$ cat src/fir_coeff_pkg.sv
// Constants, types and helpers shared by the tap coefficient bank.
// Assumes a 32-bit AHB-Lite bus where byte address = 4 x register index.
package fir_coeff_pkg;

    // ****************************************************************
    // Filter shape
    // ****************************************************************
    localparam int NUM_TAPS     = 9;
    localparam int CENTER_TAP   = 4;
    localparam int EDGE_TAPS    = 8;
    localparam int COEFF_WIDTH  = 12;
    localparam int CENTER_WIDTH = 18;
    localparam int REG_WIDTH    = 16;
    localparam int COEFF_MSB    = 11;
    localparam int RESV_LSB     = 12;

    // ****************************************************************
    // Register map (indices; byte address is four times the index)
    // ****************************************************************
    localparam int ADDR_WIDTH = 14;
    localparam int NUM_REGS   = 6;
    localparam logic [11:0] IDX_CHAN_A_TAP6 = 12'h423;
    localparam logic [11:0] IDX_CHAN_A_TAP7 = 12'h425;
    localparam logic [11:0] IDX_CHAN_A_TAP8 = 12'h427;
    localparam logic [11:0] IDX_CHAN_A_TAP9 = 12'h429;
    localparam logic [11:0] IDX_CHAN_B_TAP1 = 12'h448;
    localparam logic [11:0] IDX_CHAN_B_TAP2 = 12'h44a;
    localparam logic [2:0]  SLOT_CHAN_A_TAP6 = 3'h0;
    localparam logic [2:0]  SLOT_CHAN_A_TAP7 = 3'h1;
    localparam logic [2:0]  SLOT_CHAN_A_TAP8 = 3'h2;
    localparam logic [2:0]  SLOT_CHAN_A_TAP9 = 3'h3;
    localparam logic [2:0]  SLOT_CHAN_B_TAP1 = 3'h4;
    localparam logic [2:0]  SLOT_CHAN_B_TAP2 = 3'h5;
    localparam logic [15:0] TAP_RESET        = 16'h0000;
    localparam logic [17:0] WIDE_RESET       = 18'h0_0000;

    // ****************************************************************
    // Bus encodings
    // ****************************************************************
    localparam logic [1:0] HTRANS_IDLE   = 2'h0;
    localparam logic [1:0] HTRANS_NONSEQ = 2'h2;
    localparam logic       HRESP_OKAY    = 1'b0;

    typedef logic        [COEFF_WIDTH-1:0]  coeff_type;
    typedef logic signed [CENTER_WIDTH-1:0] wide_coeff_type;

    // Widens a 12-bit two's complement tap to the center tap width
    function automatic wide_coeff_type widen(input coeff_type c);
        widen = {{(CENTER_WIDTH - COEFF_WIDTH){c[COEFF_MSB]}}, c};
    endfunction

endpackage

$ cat src/tap_set_assembler.sv
// One nine-tap coefficient set, registered, for one filter instance.
// Assumes edge taps arrive in tap order with the center tap apart.
`timescale 1ns/1ps
module tap_set_assembler
    import fir_coeff_pkg::*;
(
    input  wire logic           hclk,
    input  wire logic           hresetn,
    input  wire logic           enable,
    input  wire coeff_type      edge_taps [EDGE_TAPS],
    input  wire wide_coeff_type center_tap,
    output wide_coeff_type      taps      [NUM_TAPS]
);

    // ****************************************************************
    // Set assembly; an unused filter sees all-zero taps
    // ****************************************************************
    always_ff @(posedge hclk or negedge hresetn) begin
        if (!hresetn) begin
            for (int i = 0; i < NUM_TAPS; i++) begin
                taps[i] <= WIDE_RESET;
            end
        end else begin
            for (int i = 0; i < NUM_TAPS; i++) begin
                if (!enable) begin
                    taps[i] <= WIDE_RESET;
                end else if (i < CENTER_TAP) begin
                    taps[i] <= widen(edge_taps[i]);
                end else if (i == CENTER_TAP) begin
                    taps[i] <= center_tap;
                end else begin
                    taps[i] <= widen(edge_taps[i-1]);
                end
            end
        end
    end
endmodule

$ cat src/fir_coefficient_bank.sv
// Tap coefficient bank on AHB-Lite: channel A taps 6-9, channel B taps 1-2.
// Assumes zero-wait single word transfers and a mode level on hclk.
//
// Operation
// - Each tap holds a 12-bit two's complement coefficient in bits 11:0.
// - All tap registers reset to zero; reserved bits 15:12 stay read/write.
// - Readback always returns coefficient bit 11 as zero.
// - Channel A registers feed taps six to nine in dual-channel mode.
// - In single-channel mode those registers feed the single filter instead.
// - Channel B registers feed taps one and two, dual-channel mode only.
// - Each register is a four-byte word slot at its own address.
// - Nine-tap filter whose central fifth tap is 18 bits wide.
`timescale 1ns/1ps
module fir_coefficient_bank
    import fir_coeff_pkg::*;
(
    input  wire logic                  hclk,
    input  wire logic                  hresetn,
    input  wire logic                  hsel,
    input  wire logic [ADDR_WIDTH-1:0] haddr,
    input  wire logic [1:0]            htrans,
    input  wire logic                  hwrite,
    input  wire logic [2:0]            hsize,
    input  wire logic [31:0]           hwdata,
    input  wire logic                  hready,
    output logic                       hreadyout,
    output logic                       hresp,
    output logic [31:0]                hrdata,
    input  wire logic                  dual_channel_mode,
    input  wire coeff_type             chan_a_lead_taps        [4],
    input  wire wide_coeff_type        chan_a_center_tap_coeff,
    input  wire coeff_type             chan_b_mid_taps         [2],
    input  wire wide_coeff_type        chan_b_center_tap_coeff,
    input  wire coeff_type             chan_b_tail_taps        [4],
    output wide_coeff_type             chan_a_taps             [NUM_TAPS],
    output wide_coeff_type             single_taps             [NUM_TAPS],
    output wide_coeff_type             chan_b_taps             [NUM_TAPS]
);

    // ****************************************************************
    // Helpers
    // ****************************************************************
    // Returns {hit, slot}; only word-aligned addresses hit
    function automatic logic [3:0] decode_slot(input logic [ADDR_WIDTH-1:0] addr);
        logic [3:0] r;
        r = 4'h0;
        if (addr[1:0] == 2'h0) begin
            case (addr[ADDR_WIDTH-1:2])
                IDX_CHAN_A_TAP6: r = {1'b1, SLOT_CHAN_A_TAP6};
                IDX_CHAN_A_TAP7: r = {1'b1, SLOT_CHAN_A_TAP7};
                IDX_CHAN_A_TAP8: r = {1'b1, SLOT_CHAN_A_TAP8};
                IDX_CHAN_A_TAP9: r = {1'b1, SLOT_CHAN_A_TAP9};
                IDX_CHAN_B_TAP1: r = {1'b1, SLOT_CHAN_B_TAP1};
                IDX_CHAN_B_TAP2: r = {1'b1, SLOT_CHAN_B_TAP2};
                default:         r = 4'h0;
            endcase
        end
        decode_slot = r;
    endfunction

    // Readback view: coefficient top bit never comes back
    function automatic logic [REG_WIDTH-1:0] readback_view(input logic [REG_WIDTH-1:0] v);
        readback_view = {v[REG_WIDTH-1:RESV_LSB], 1'b0, v[COEFF_MSB-1:0]};
    endfunction

    // ****************************************************************
    // Address phase capture
    // ****************************************************************
    logic [REG_WIDTH-1:0] tap_store [NUM_REGS];
    logic [3:0]           addr_dec;
    logic                 take_phase;
    logic                 wr_pend;
    logic [2:0]           wr_slot;
    logic [REG_WIDTH-1:0] fwd_value;
    logic [REG_WIDTH-1:0] next_rdata;

    assign addr_dec   = decode_slot(haddr);
    assign take_phase = hsel && htrans[1] && hready;

    always_ff @(posedge hclk or negedge hresetn) begin
        if (!hresetn) begin
            wr_pend <= 1'b0;
            wr_slot <= 3'h0;
        end else if (hready) begin
            wr_pend <= take_phase && hwrite && addr_dec[3];
            wr_slot <= addr_dec[2:0];
        end
    end

    // ****************************************************************
    // Coefficient storage
    // ****************************************************************
    always_ff @(posedge hclk or negedge hresetn) begin
        if (!hresetn) begin
            for (int i = 0; i < NUM_REGS; i++) begin
                tap_store[i] <= TAP_RESET;
            end
        end else if (wr_pend) begin
            tap_store[wr_slot] <= hwdata[REG_WIDTH-1:0];
        end
    end

    // ****************************************************************
    // Read data; a write finishing this cycle is forwarded
    // ****************************************************************
    always_comb begin
        fwd_value = tap_store[addr_dec[2:0]];
        if (wr_pend && (wr_slot == addr_dec[2:0])) begin
            fwd_value = hwdata[REG_WIDTH-1:0];
        end
        next_rdata = addr_dec[3] ? readback_view(fwd_value) : TAP_RESET;
    end

    always_ff @(posedge hclk or negedge hresetn) begin
        if (!hresetn) begin
            hrdata <= 32'h0000_0000;
        end else if (take_phase && !hwrite) begin
            hrdata <= {16'h0000, next_rdata};
        end else if (hready) begin
            hrdata <= 32'h0000_0000;
        end
    end

    assign hreadyout = 1'b1;
    assign hresp     = HRESP_OKAY;

    // ****************************************************************
    // Routing to the filters
    // ****************************************************************
    coeff_type chan_a_edge [EDGE_TAPS];
    coeff_type chan_b_edge [EDGE_TAPS];
    logic      single_mode;

    assign single_mode = !dual_channel_mode;

    always_comb begin
        for (int i = 0; i < 4; i++) begin
            chan_a_edge[i]   = chan_a_lead_taps[i];
            chan_a_edge[i+4] = tap_store[i][COEFF_WIDTH-1:0];
            chan_b_edge[i+4] = chan_b_tail_taps[i];
        end
        chan_b_edge[0] = tap_store[SLOT_CHAN_B_TAP1][COEFF_WIDTH-1:0];
        chan_b_edge[1] = tap_store[SLOT_CHAN_B_TAP2][COEFF_WIDTH-1:0];
        chan_b_edge[2] = chan_b_mid_taps[0];
        chan_b_edge[3] = chan_b_mid_taps[1];
    end

    tap_set_assembler chan_a_set (
        .hclk       (hclk),
        .hresetn    (hresetn),
        .enable     (dual_channel_mode),
        .edge_taps  (chan_a_edge),
        .center_tap (chan_a_center_tap_coeff),
        .taps       (chan_a_taps)
    );

    // Single filter shares the channel A registers
    tap_set_assembler single_set (
        .hclk       (hclk),
        .hresetn    (hresetn),
        .enable     (single_mode),
        .edge_taps  (chan_a_edge),
        .center_tap (chan_a_center_tap_coeff),
        .taps       (single_taps)
    );

    tap_set_assembler chan_b_set (
        .hclk       (hclk),
        .hresetn    (hresetn),
        .enable     (dual_channel_mode),
        .edge_taps  (chan_b_edge),
        .center_tap (chan_b_center_tap_coeff),
        .taps       (chan_b_taps)
    );

    // ****************************************************************
    // Checks
    // ****************************************************************
    logic [REG_WIDTH-1:0] tap6_value;
    logic [REG_WIDTH-1:0] tap9_value;
    logic [REG_WIDTH-1:0] b_tap1_value;
    logic [REG_WIDTH-1:0] b_tap2_value;
    logic [REG_WIDTH-1:0] slot_value;
    wide_coeff_type       tap6_wide;
    wide_coeff_type       tap9_wide;
    wide_coeff_type       b_tap1_wide;
    wide_coeff_type       tap7_wide;
    wide_coeff_type       tap8_wide;
    wide_coeff_type       b_tap2_wide;

    assign tap6_value   = tap_store[SLOT_CHAN_A_TAP6];
    assign tap9_value   = tap_store[SLOT_CHAN_A_TAP9];
    assign b_tap1_value = tap_store[SLOT_CHAN_B_TAP1];
    assign b_tap2_value = tap_store[SLOT_CHAN_B_TAP2];
    assign slot_value   = tap_store[wr_slot];
    assign tap6_wide    = widen(tap6_value[COEFF_WIDTH-1:0]);
    assign tap9_wide    = widen(tap9_value[COEFF_WIDTH-1:0]);
    assign b_tap1_wide  = widen(b_tap1_value[COEFF_WIDTH-1:0]);
    assign tap7_wide    = widen(tap_store[SLOT_CHAN_A_TAP7][COEFF_WIDTH-1:0]);
    assign tap8_wide    = widen(tap_store[SLOT_CHAN_A_TAP8][COEFF_WIDTH-1:0]);
    assign b_tap2_wide  = widen(b_tap2_value[COEFF_WIDTH-1:0]);
endmodule

$ cat config.mk
export PLATFORM = sky130hd
export DESIGN_NAME = fir_coefficient_bank
export DESIGN_NICKNAME = d
export VERILOG_FILES = /design/src/fir_coeff_pkg.sv /design/src/tap_set_assembler.sv /design/src/fir_coefficient_bank.sv
export SDC_FILE = /design/constraint.sdc
export NUM_CORES = 1
export LEC_CHECK = 0
export BUFFER_PORTS_ARGS = -buffer_cell sky130_fd_sc_hd__buf_2
export CAP_MARGIN = 20
export CORE_AREA = 2 2 283 285
export DETAILED_ROUTE_END_ITERATION = 8
export DIE_AREA = 0 0 285 287
export HOLD_SLACK_MARGIN = 0.02
export PLACE_DENSITY = 0.46
export SYNTH_ARGS = -nofsm -noshare
export SYNTH_HDL_FRONTEND = slang
export SYNTH_SLANG_ARGS = --single-unit
$ cat constraint.sdc
create_clock -name hclk -period 2.3 [get_ports hclk]
set_clock_uncertainty 0.15 [all_clocks]
set_input_delay 0.23 -clock hclk [delete_from_list [all_inputs] [get_ports hclk]]
set_output_delay 0.23 -clock hclk [all_outputs]
set_load 0.02 [all_outputs]
==> qor.txt, run 1 <==
Io pins - 733
Mapped cell area - 17400 um^2
Top cells by area, synth - dfrtp_1, and2_1, buf_4
Synth Flop Type - dfrtp_1
Reg2reg end - tap9_value[2]
Initial core utilization - 22.2%
Tcrit/Tclk final - 84.7%
H-Tree Depth - 2
Crit-path cells - inv_1 > or3_1 > buf_4 > mux2_2
Port Buffers - 693
Post-layout min period - 1.95 ns
FP Rows - 103
Setup crit start kind - register
Hold Slack - 0.0697 ns
Avg Vias per Cell - 3.85
N_diodes - 0
Post-route ant nets - 0
Seq/Total Area, Yosys - 65.7%
DR vias - 12119
GRT Overall Usage - 14.8%
Clock slew at reported path FFs - 0.06 ns
Setup repair after global routing missed its margin - no
Placed Cells - 2884
TritonRoute pass-1 iters - 4
Total power - 19.0 mW
Post-synth ARST share - 100%
First-pass GRT wire length - 89900 um
Max-slew violations - 0
Clk network pwr share - 42.7%
Kind of critical path - register to register
M3 GR Usage - 5.85%
Cts hold-fix bufs - 179
Most common cell in the synthesized netlist - dfrtp_1
Post-DP HPWL - 47200 um
Area growth from synthesis to final layout - 42.5%
Crit end category - register
Worst path required time - 2.61 ns
Lkg Pwr - 12.9 nW
Sequential share of power - 45.5%
CTS buffer count - 52
Relative slew slack - 56.7%
Core ar. - 78600 um^2
Max-cap viol count - 0
Crit-path max cell delay - 0.58 ns
Gr busiest metal - met2
Clk sinks - 457
Slowest-stage cell, CP - dfrtp_1
Kind of cell adding the most delay to the critical path - flip-flops
Slew at the pin closest to its max-slew limit - 0.650 ns
# setup viols final - 0
Maximum vdd drop - 0.495 mV
Post-synth top area cell - dfrtp_1
Drt drc - 0
CP bufs+invs - 2
Worst R2R Path Depth - 4
Largest net degree at the start of global routing - 92
Sw Ratio - 25.5%
Clock latency at the later pin of the worst-skew pair - 0.58 ns
Die height - 287 um
Post-CTS resize count - 0
Final number of hold-violating endpoints - 0
Pint - 14.1 mW
Clk buf depth - 3
Yosys synthesis warning count - 0
Worst EP arrival - 2.26 ns
Share of cells above drive strength 1 - 43.9%
Die area - 81800 um^2
Routed wire length - 62700 um
Wire per inst - 19.9 um
DRT iter0 DRCs - 576
Syn avg cell area - 13.4 um^2
CTS tree - yes
Outcome - finished clean
Vias in the first global route - 12972
GRT overflow - 0
Die span in x - 285 um
Worst R2R Start - wr_slot[1]
Post-synth EDFFs - 0
Initial antenna violation count - 4
Top-area cell type share of the netlist area - 65.7%
Pwr Density - 765 nW/um^2
F_max - 0.513 GHz
Finished Layout Cells - 3151
GR Util met2 - 24.2%
Reg2reg setup slack - 0.35 ns
Worst Path Max Fanout - 11
Hold WC Path Type - primary input to asynchronous set/reset pin
Mapped Cells - 1299
GR Util met1 - 18.0%
Clock tree root buffer cell - clkbuf_16
Post-CTS setup buffers - 0
Distinct cells, synth - 47
Fin nets - 2280
Commonest cells in the netlist - dfrtp_1, and2_1, buf_4, nor2b_1, mux2_2
P_sw - 4.84 mW
Yosys reg bits - 457
Gpl congestion - 0.878
Comb pwr share - 11.8%
layer usage:
metal / vias to the layer above / share of wire, %
met1: 6022 / 41
li1: 5582 / -
met2: 433 / 47
met5: - / 0.043
met4: 4 / 2.7
met3: 78 / 9.7
cells by family (layout without fill, tap and decap cells):
logic type / after synthesis / in the layout / share of synthesized area, %
XOR/XNOR: 3 / 3 / 0.151
multiplexers: 113 / 113 / 7.19
AO/OA/AOI/OAI: 88 / 88 / 3.53
buffers and inverters: 226 / 1011 / 8.60
AND/OR/NAND/NOR: 410 / 410 / 14.8
flip-flops: 457 / 457 / 65.7
other: 2 / 19 / 0.0431
sequential cells by signal, indices dropped and copies added, names as in the netlist, 15 cells and up:
signal	flops
hrdata	15
b_tap2_value	16
chan_a_edge	24
tap9_value	16
b_tap1_value	16
chan_b_set.taps	114
tap6_value	16
single_set.taps	114
chan_a_set.taps	114
layout make-up:
cell class / instances / area [um^2]
sequential: 457 / 11400
fill: 7990 / 53800
multi-input combinational: 633 / 4590
clock buffer: 77 / 1510
clock inverter: 11 / 153
tap: 1050 / 1310
timing repair buffer: 920 / 5800
inverter: 3 / 11.3
through the flow:
| stage | instance area (um^2) | util, % | setup slack, ns | setup TNS [ns] |
|---|---|---|---|---|
| 4_1_cts | 24800 | 31.6 | 0.367 | 0 |
| 3_3_place_gp | 21400 | 27.2 | -0.0305 | -0.290 |
| 2_1_floorplan | 17500 | - | 0.269 | 0 |
| 5_1_grt | 24800 | 31.6 | 0.269 | 0 |
| 3_5_place_dp | 21400 | 27.2 | -0.0883 | -1.11 |
| 6_report | 24800 | 31.6 | 0.352 | 0 |
worst max-delay path by stage:
stage | start | cells after the start | to
2_1_floorplan | wr_slot[0] | 5 | chan_a_edge[17]
3_3_place_gp | haddr[8] | 7 | hrdata[3]
3_5_place_dp | haddr[8] | 7 | hrdata[6]
4_1_cts | wr_slot[1] | 4 | tap9_value[2]
5_1_grt | wr_slot[1] | 4 | tap9_value[15]
6_report | wr_slot[1] | 4 | tap9_value[2]
cell usage in the layout (no fill, tap or decap), types with 2 or more instances in the layout:
cell / synthesis / final
o21ai_0: 15 / 15
or3_1: 2 / 2
bufinv_16: 0 / 3
o21ai_1: 3 / 3
nor2b_1: 130 / 130
clkinv_4: 0 / 3
buf_4: 165 / 35
buf_2: 6 / 691
nor3_2: 1 / 2
mux2_2: 97 / 97
nand3b_1: 4 / 4
conb_1: 2 / 19
nand2_1: 5 / 5
dlygate4sd3_1: 0 / 179
clkbuf_16: 0 / 54
nand4_1: 2 / 2
a21oi_1: 17 / 17
buf_12: 0 / 13
inv_1: 3 / 3
nor2_1: 3 / 3
clkinv_2: 0 / 4
nor4_1: 2 / 2
xnor2_1: 2 / 2
and2_1: 244 / 244
dfrtp_1: 457 / 457
mux2i_1: 16 / 16
a211oi_1: 15 / 15
o22ai_1: 15 / 15
nand2b_1: 4 / 4
clkbuf_8: 0 / 7
clkbuf_1: 47 / 16
a211o_1: 15 / 15
buf_8: 0 / 2
power groups by stage:
stage                     Combinational, mW  Clock [mW]  Sequential [mW]
after floorplan                       0.783           0             9.08
after global placement                 2.03           0             8.78
after detailed placement               2.03           0             8.79
after CTS                              2.29        8.41             8.65
after global routing                   2.42        8.75             8.68
final                                  2.24        8.10             8.64
Note: power is estimated with default switching activity, not from simulation.
==> run 2, diff against run 1 <==
--- a/config.mk
+++ b/config.mk
@@ -7,11 +7,11 @@
 export LEC_CHECK = 0
 export BUFFER_PORTS_ARGS = -buffer_cell sky130_fd_sc_hd__buf_2
 export CAP_MARGIN = 20
-export CORE_AREA = 2 2 283 285
+export CORE_AREA = 2 2 282 284
 export DETAILED_ROUTE_END_ITERATION = 8
-export DIE_AREA = 0 0 285 287
+export DIE_AREA = 0 0 284 286
 export HOLD_SLACK_MARGIN = 0.02
-export PLACE_DENSITY = 0.46
+export PLACE_DENSITY = 0.48
 export SYNTH_ARGS = -nofsm -noshare
 export SYNTH_HDL_FRONTEND = slang
 export SYNTH_SLANG_ARGS = --single-unit
==> constraint.sdc (replaced) <==
create_clock -name hclk -period 1.57 [get_ports hclk]
set_clock_uncertainty 0.15 [all_clocks]
set_input_delay 0.157 -clock hclk [delete_from_list [all_inputs] [get_ports hclk]]
set_output_delay 0.157 -clock hclk [all_outputs]
set_load 0.02 [all_outputs]
==> run 2 against run 1 <==
Effect of this change:
- the run now ends with negative setup slack left
- critical path depth up 3
- via count is 6.1% higher
- non-clock buffer count is 101 higher
- highest routed layer unchanged
- core utilization up 4.0 points
- final area increased by 12%
- die area shrank 0.70%
==> qor.txt, run 2 (synthesis results as in run 1) <==
Placed Cells - 2907
Fin nets - 2381
TritonRoute pass-1 iters - 4
F_max - 0.563 GHz
Drt drc - 0
Share of cells above drive strength 1 - 47.1%
Slew at the pin closest to its max-slew limit - 0.822 ns
Total power - 29.9 mW
Crit end category - register
Die height - 286 um
Post-route ant nets - 0
Tcrit/Tclk final - 113%
DRT iter0 DRCs - 536
Clock slew at reported path FFs - 0.06 ns
Vias in the first global route - 13773
Worst Path Max Fanout - 8
Wire per inst - 20.2 um
CTS buffer count - 52
Final Core Density - 35.6%
Max-slew violations - 0
Worst path required time - 1.91 ns
Pwr Density - 1070 nW/um^2
Avg Vias per Cell - 3.94
Setup tns final - -16.79 ns
Relative slew slack - 45.0%
Clock latency at the later pin of the worst-skew pair - 0.61 ns
Violated checks - negative setup slack
Clk sinks - 457
Die span in x - 284 um
CTS tree - yes
Final number of hold-violating endpoints - 0
Post-DP HPWL - 45800 um
Setup crit start kind - register
Most used cell, CP - buf_6
H-Tree Depth - 2
Max-cap viol count - 0
Lkg Pwr - 14.1 nW
Area growth from synthesis to final layout - 60.0%
Hold Slack - 0.0420 ns
Post-layout min period - 1.78 ns
GRT Overall Usage - 15.5%
Crit-path max cell delay - 0.39 ns
Fin area - 27900 um^2
Worst slack, placed - -0.497 ns
Setup repair after global routing missed its margin - yes
Worst EP arrival - 2.11 ns
Io pins - 733
First-pass GRT wire length - 93800 um
Kind of critical path - register to register
Outcome - complete, but fails checks
Die area - 81200 um^2
Finished Layout Cells - 3264
Slowest-stage cell, CP - dfrtp_1
Crit-path cells - buf_6 > nor4_2 > a31oi_1 > o2111ai_2 > buf_6 > buf_12 > o21ai_2
Top flop regs - chan_a_set.taps: 114 flops, chan_b_set.taps: 114 flops, single_set.taps: 114 flops
Maximum vdd drop - 0.790 mV
Post-route worst setup slack - -0.206 ns
Initial core utilization - 22.2%
Placed inst area - 21900 um^2
DR vias - 12857
Port Buffers - 693
Gpl congestion - 0.901
Most common cell after layout, fill and taps aside - buf_2
Commonest cells after routing, fill and taps aside - buf_2, dfrtp_1, and2_1, dlygate4sd3_1, buf_6
FP Rows - 103
Clock tree root buffer cell - clkbuf_16
Hold WC Path Type - primary input to register
GRT overflow - 0
Initial antenna violation count - 4
Routed wire length - 66100 um
Largest net degree at the start of global routing - 69
Core ar. - 78400 um^2
Clk buf depth - 3
# setup viols final - 250
run 2: worst paths after layout:
kind	endpoint	from	slack, ns	cells after the start
max in group asynchronous	chan_a_set.taps[131]	hresetn	-0.10	3
hold / removal	single_set.taps[23]	dual_channel_mode	0.04	5
setup / recovery	hrdata[5]	wr_slot[1]	-0.21	7
setup reg to reg	hrdata[5]	wr_slot[1]	-0.21	7
min in group asynchronous	tap9_value[13]	hresetn	0.11	3
hold reg to reg	chan_b_set.taps[160]	b_tap1_value[11]	0.34	1
run 2: final cells by class:
type                            instances  area, um^2
Inverter                                3        13.8
Clock inverter                         34         489
Sequential cell                       457       11500
Timing Repair Buffer                 1021        8150
Fill cell                            7683       50500
Clock buffer                           64        1430
Tap cell                             1050        1310
Multi-Input combinational cell        633        5000
Antenna cell                            2        5.00
run 2: report_power, final:
group / total [mW] / internal (mW) / switching, mW
clock network: 13.4 / 8.05 / 5.37
logic: 3.79 / 1.75 / 2.04
registers: 12.7 / 12.3 / 0.384
total: 29.9 / 22.1 / 7.79
run 2: what timing repair did:
| item | in CTS | in global routing |
|---|---|---|
| setup buffers | 13 | 4 |
| hold buffers | 236 | 3 |
| hold endpoints to repair | 890 | 29 |
| cloned | 3 | 2 |
| endpoints found under the setup margin | 262 | 296 |
| gates resized for setup | 320 | 143 |
| pin swaps | 4 | 19 |
run 2: layer usage:
layer  wire length, um  vias to the layer above  GRT usage [%]
li1                  -                     5797              -
met1             25900                     6509           18.4
met2             33700                      448           27.3
met3              3930                       97           3.49
met4              2510                        6           6.01
met5                41                        -              0
run 2: critical path, delay by kind of cell (launching register included):
| family | cells | cell delay [ns] |
|---|---|---|
| buffers and inverters | 3 | 0.47 |
| DFF | 1 | 0.39 |
| AOI/OAI and AO/OA | 3 | 0.38 |
| and+or+nand+nor | 1 | 0.26 |
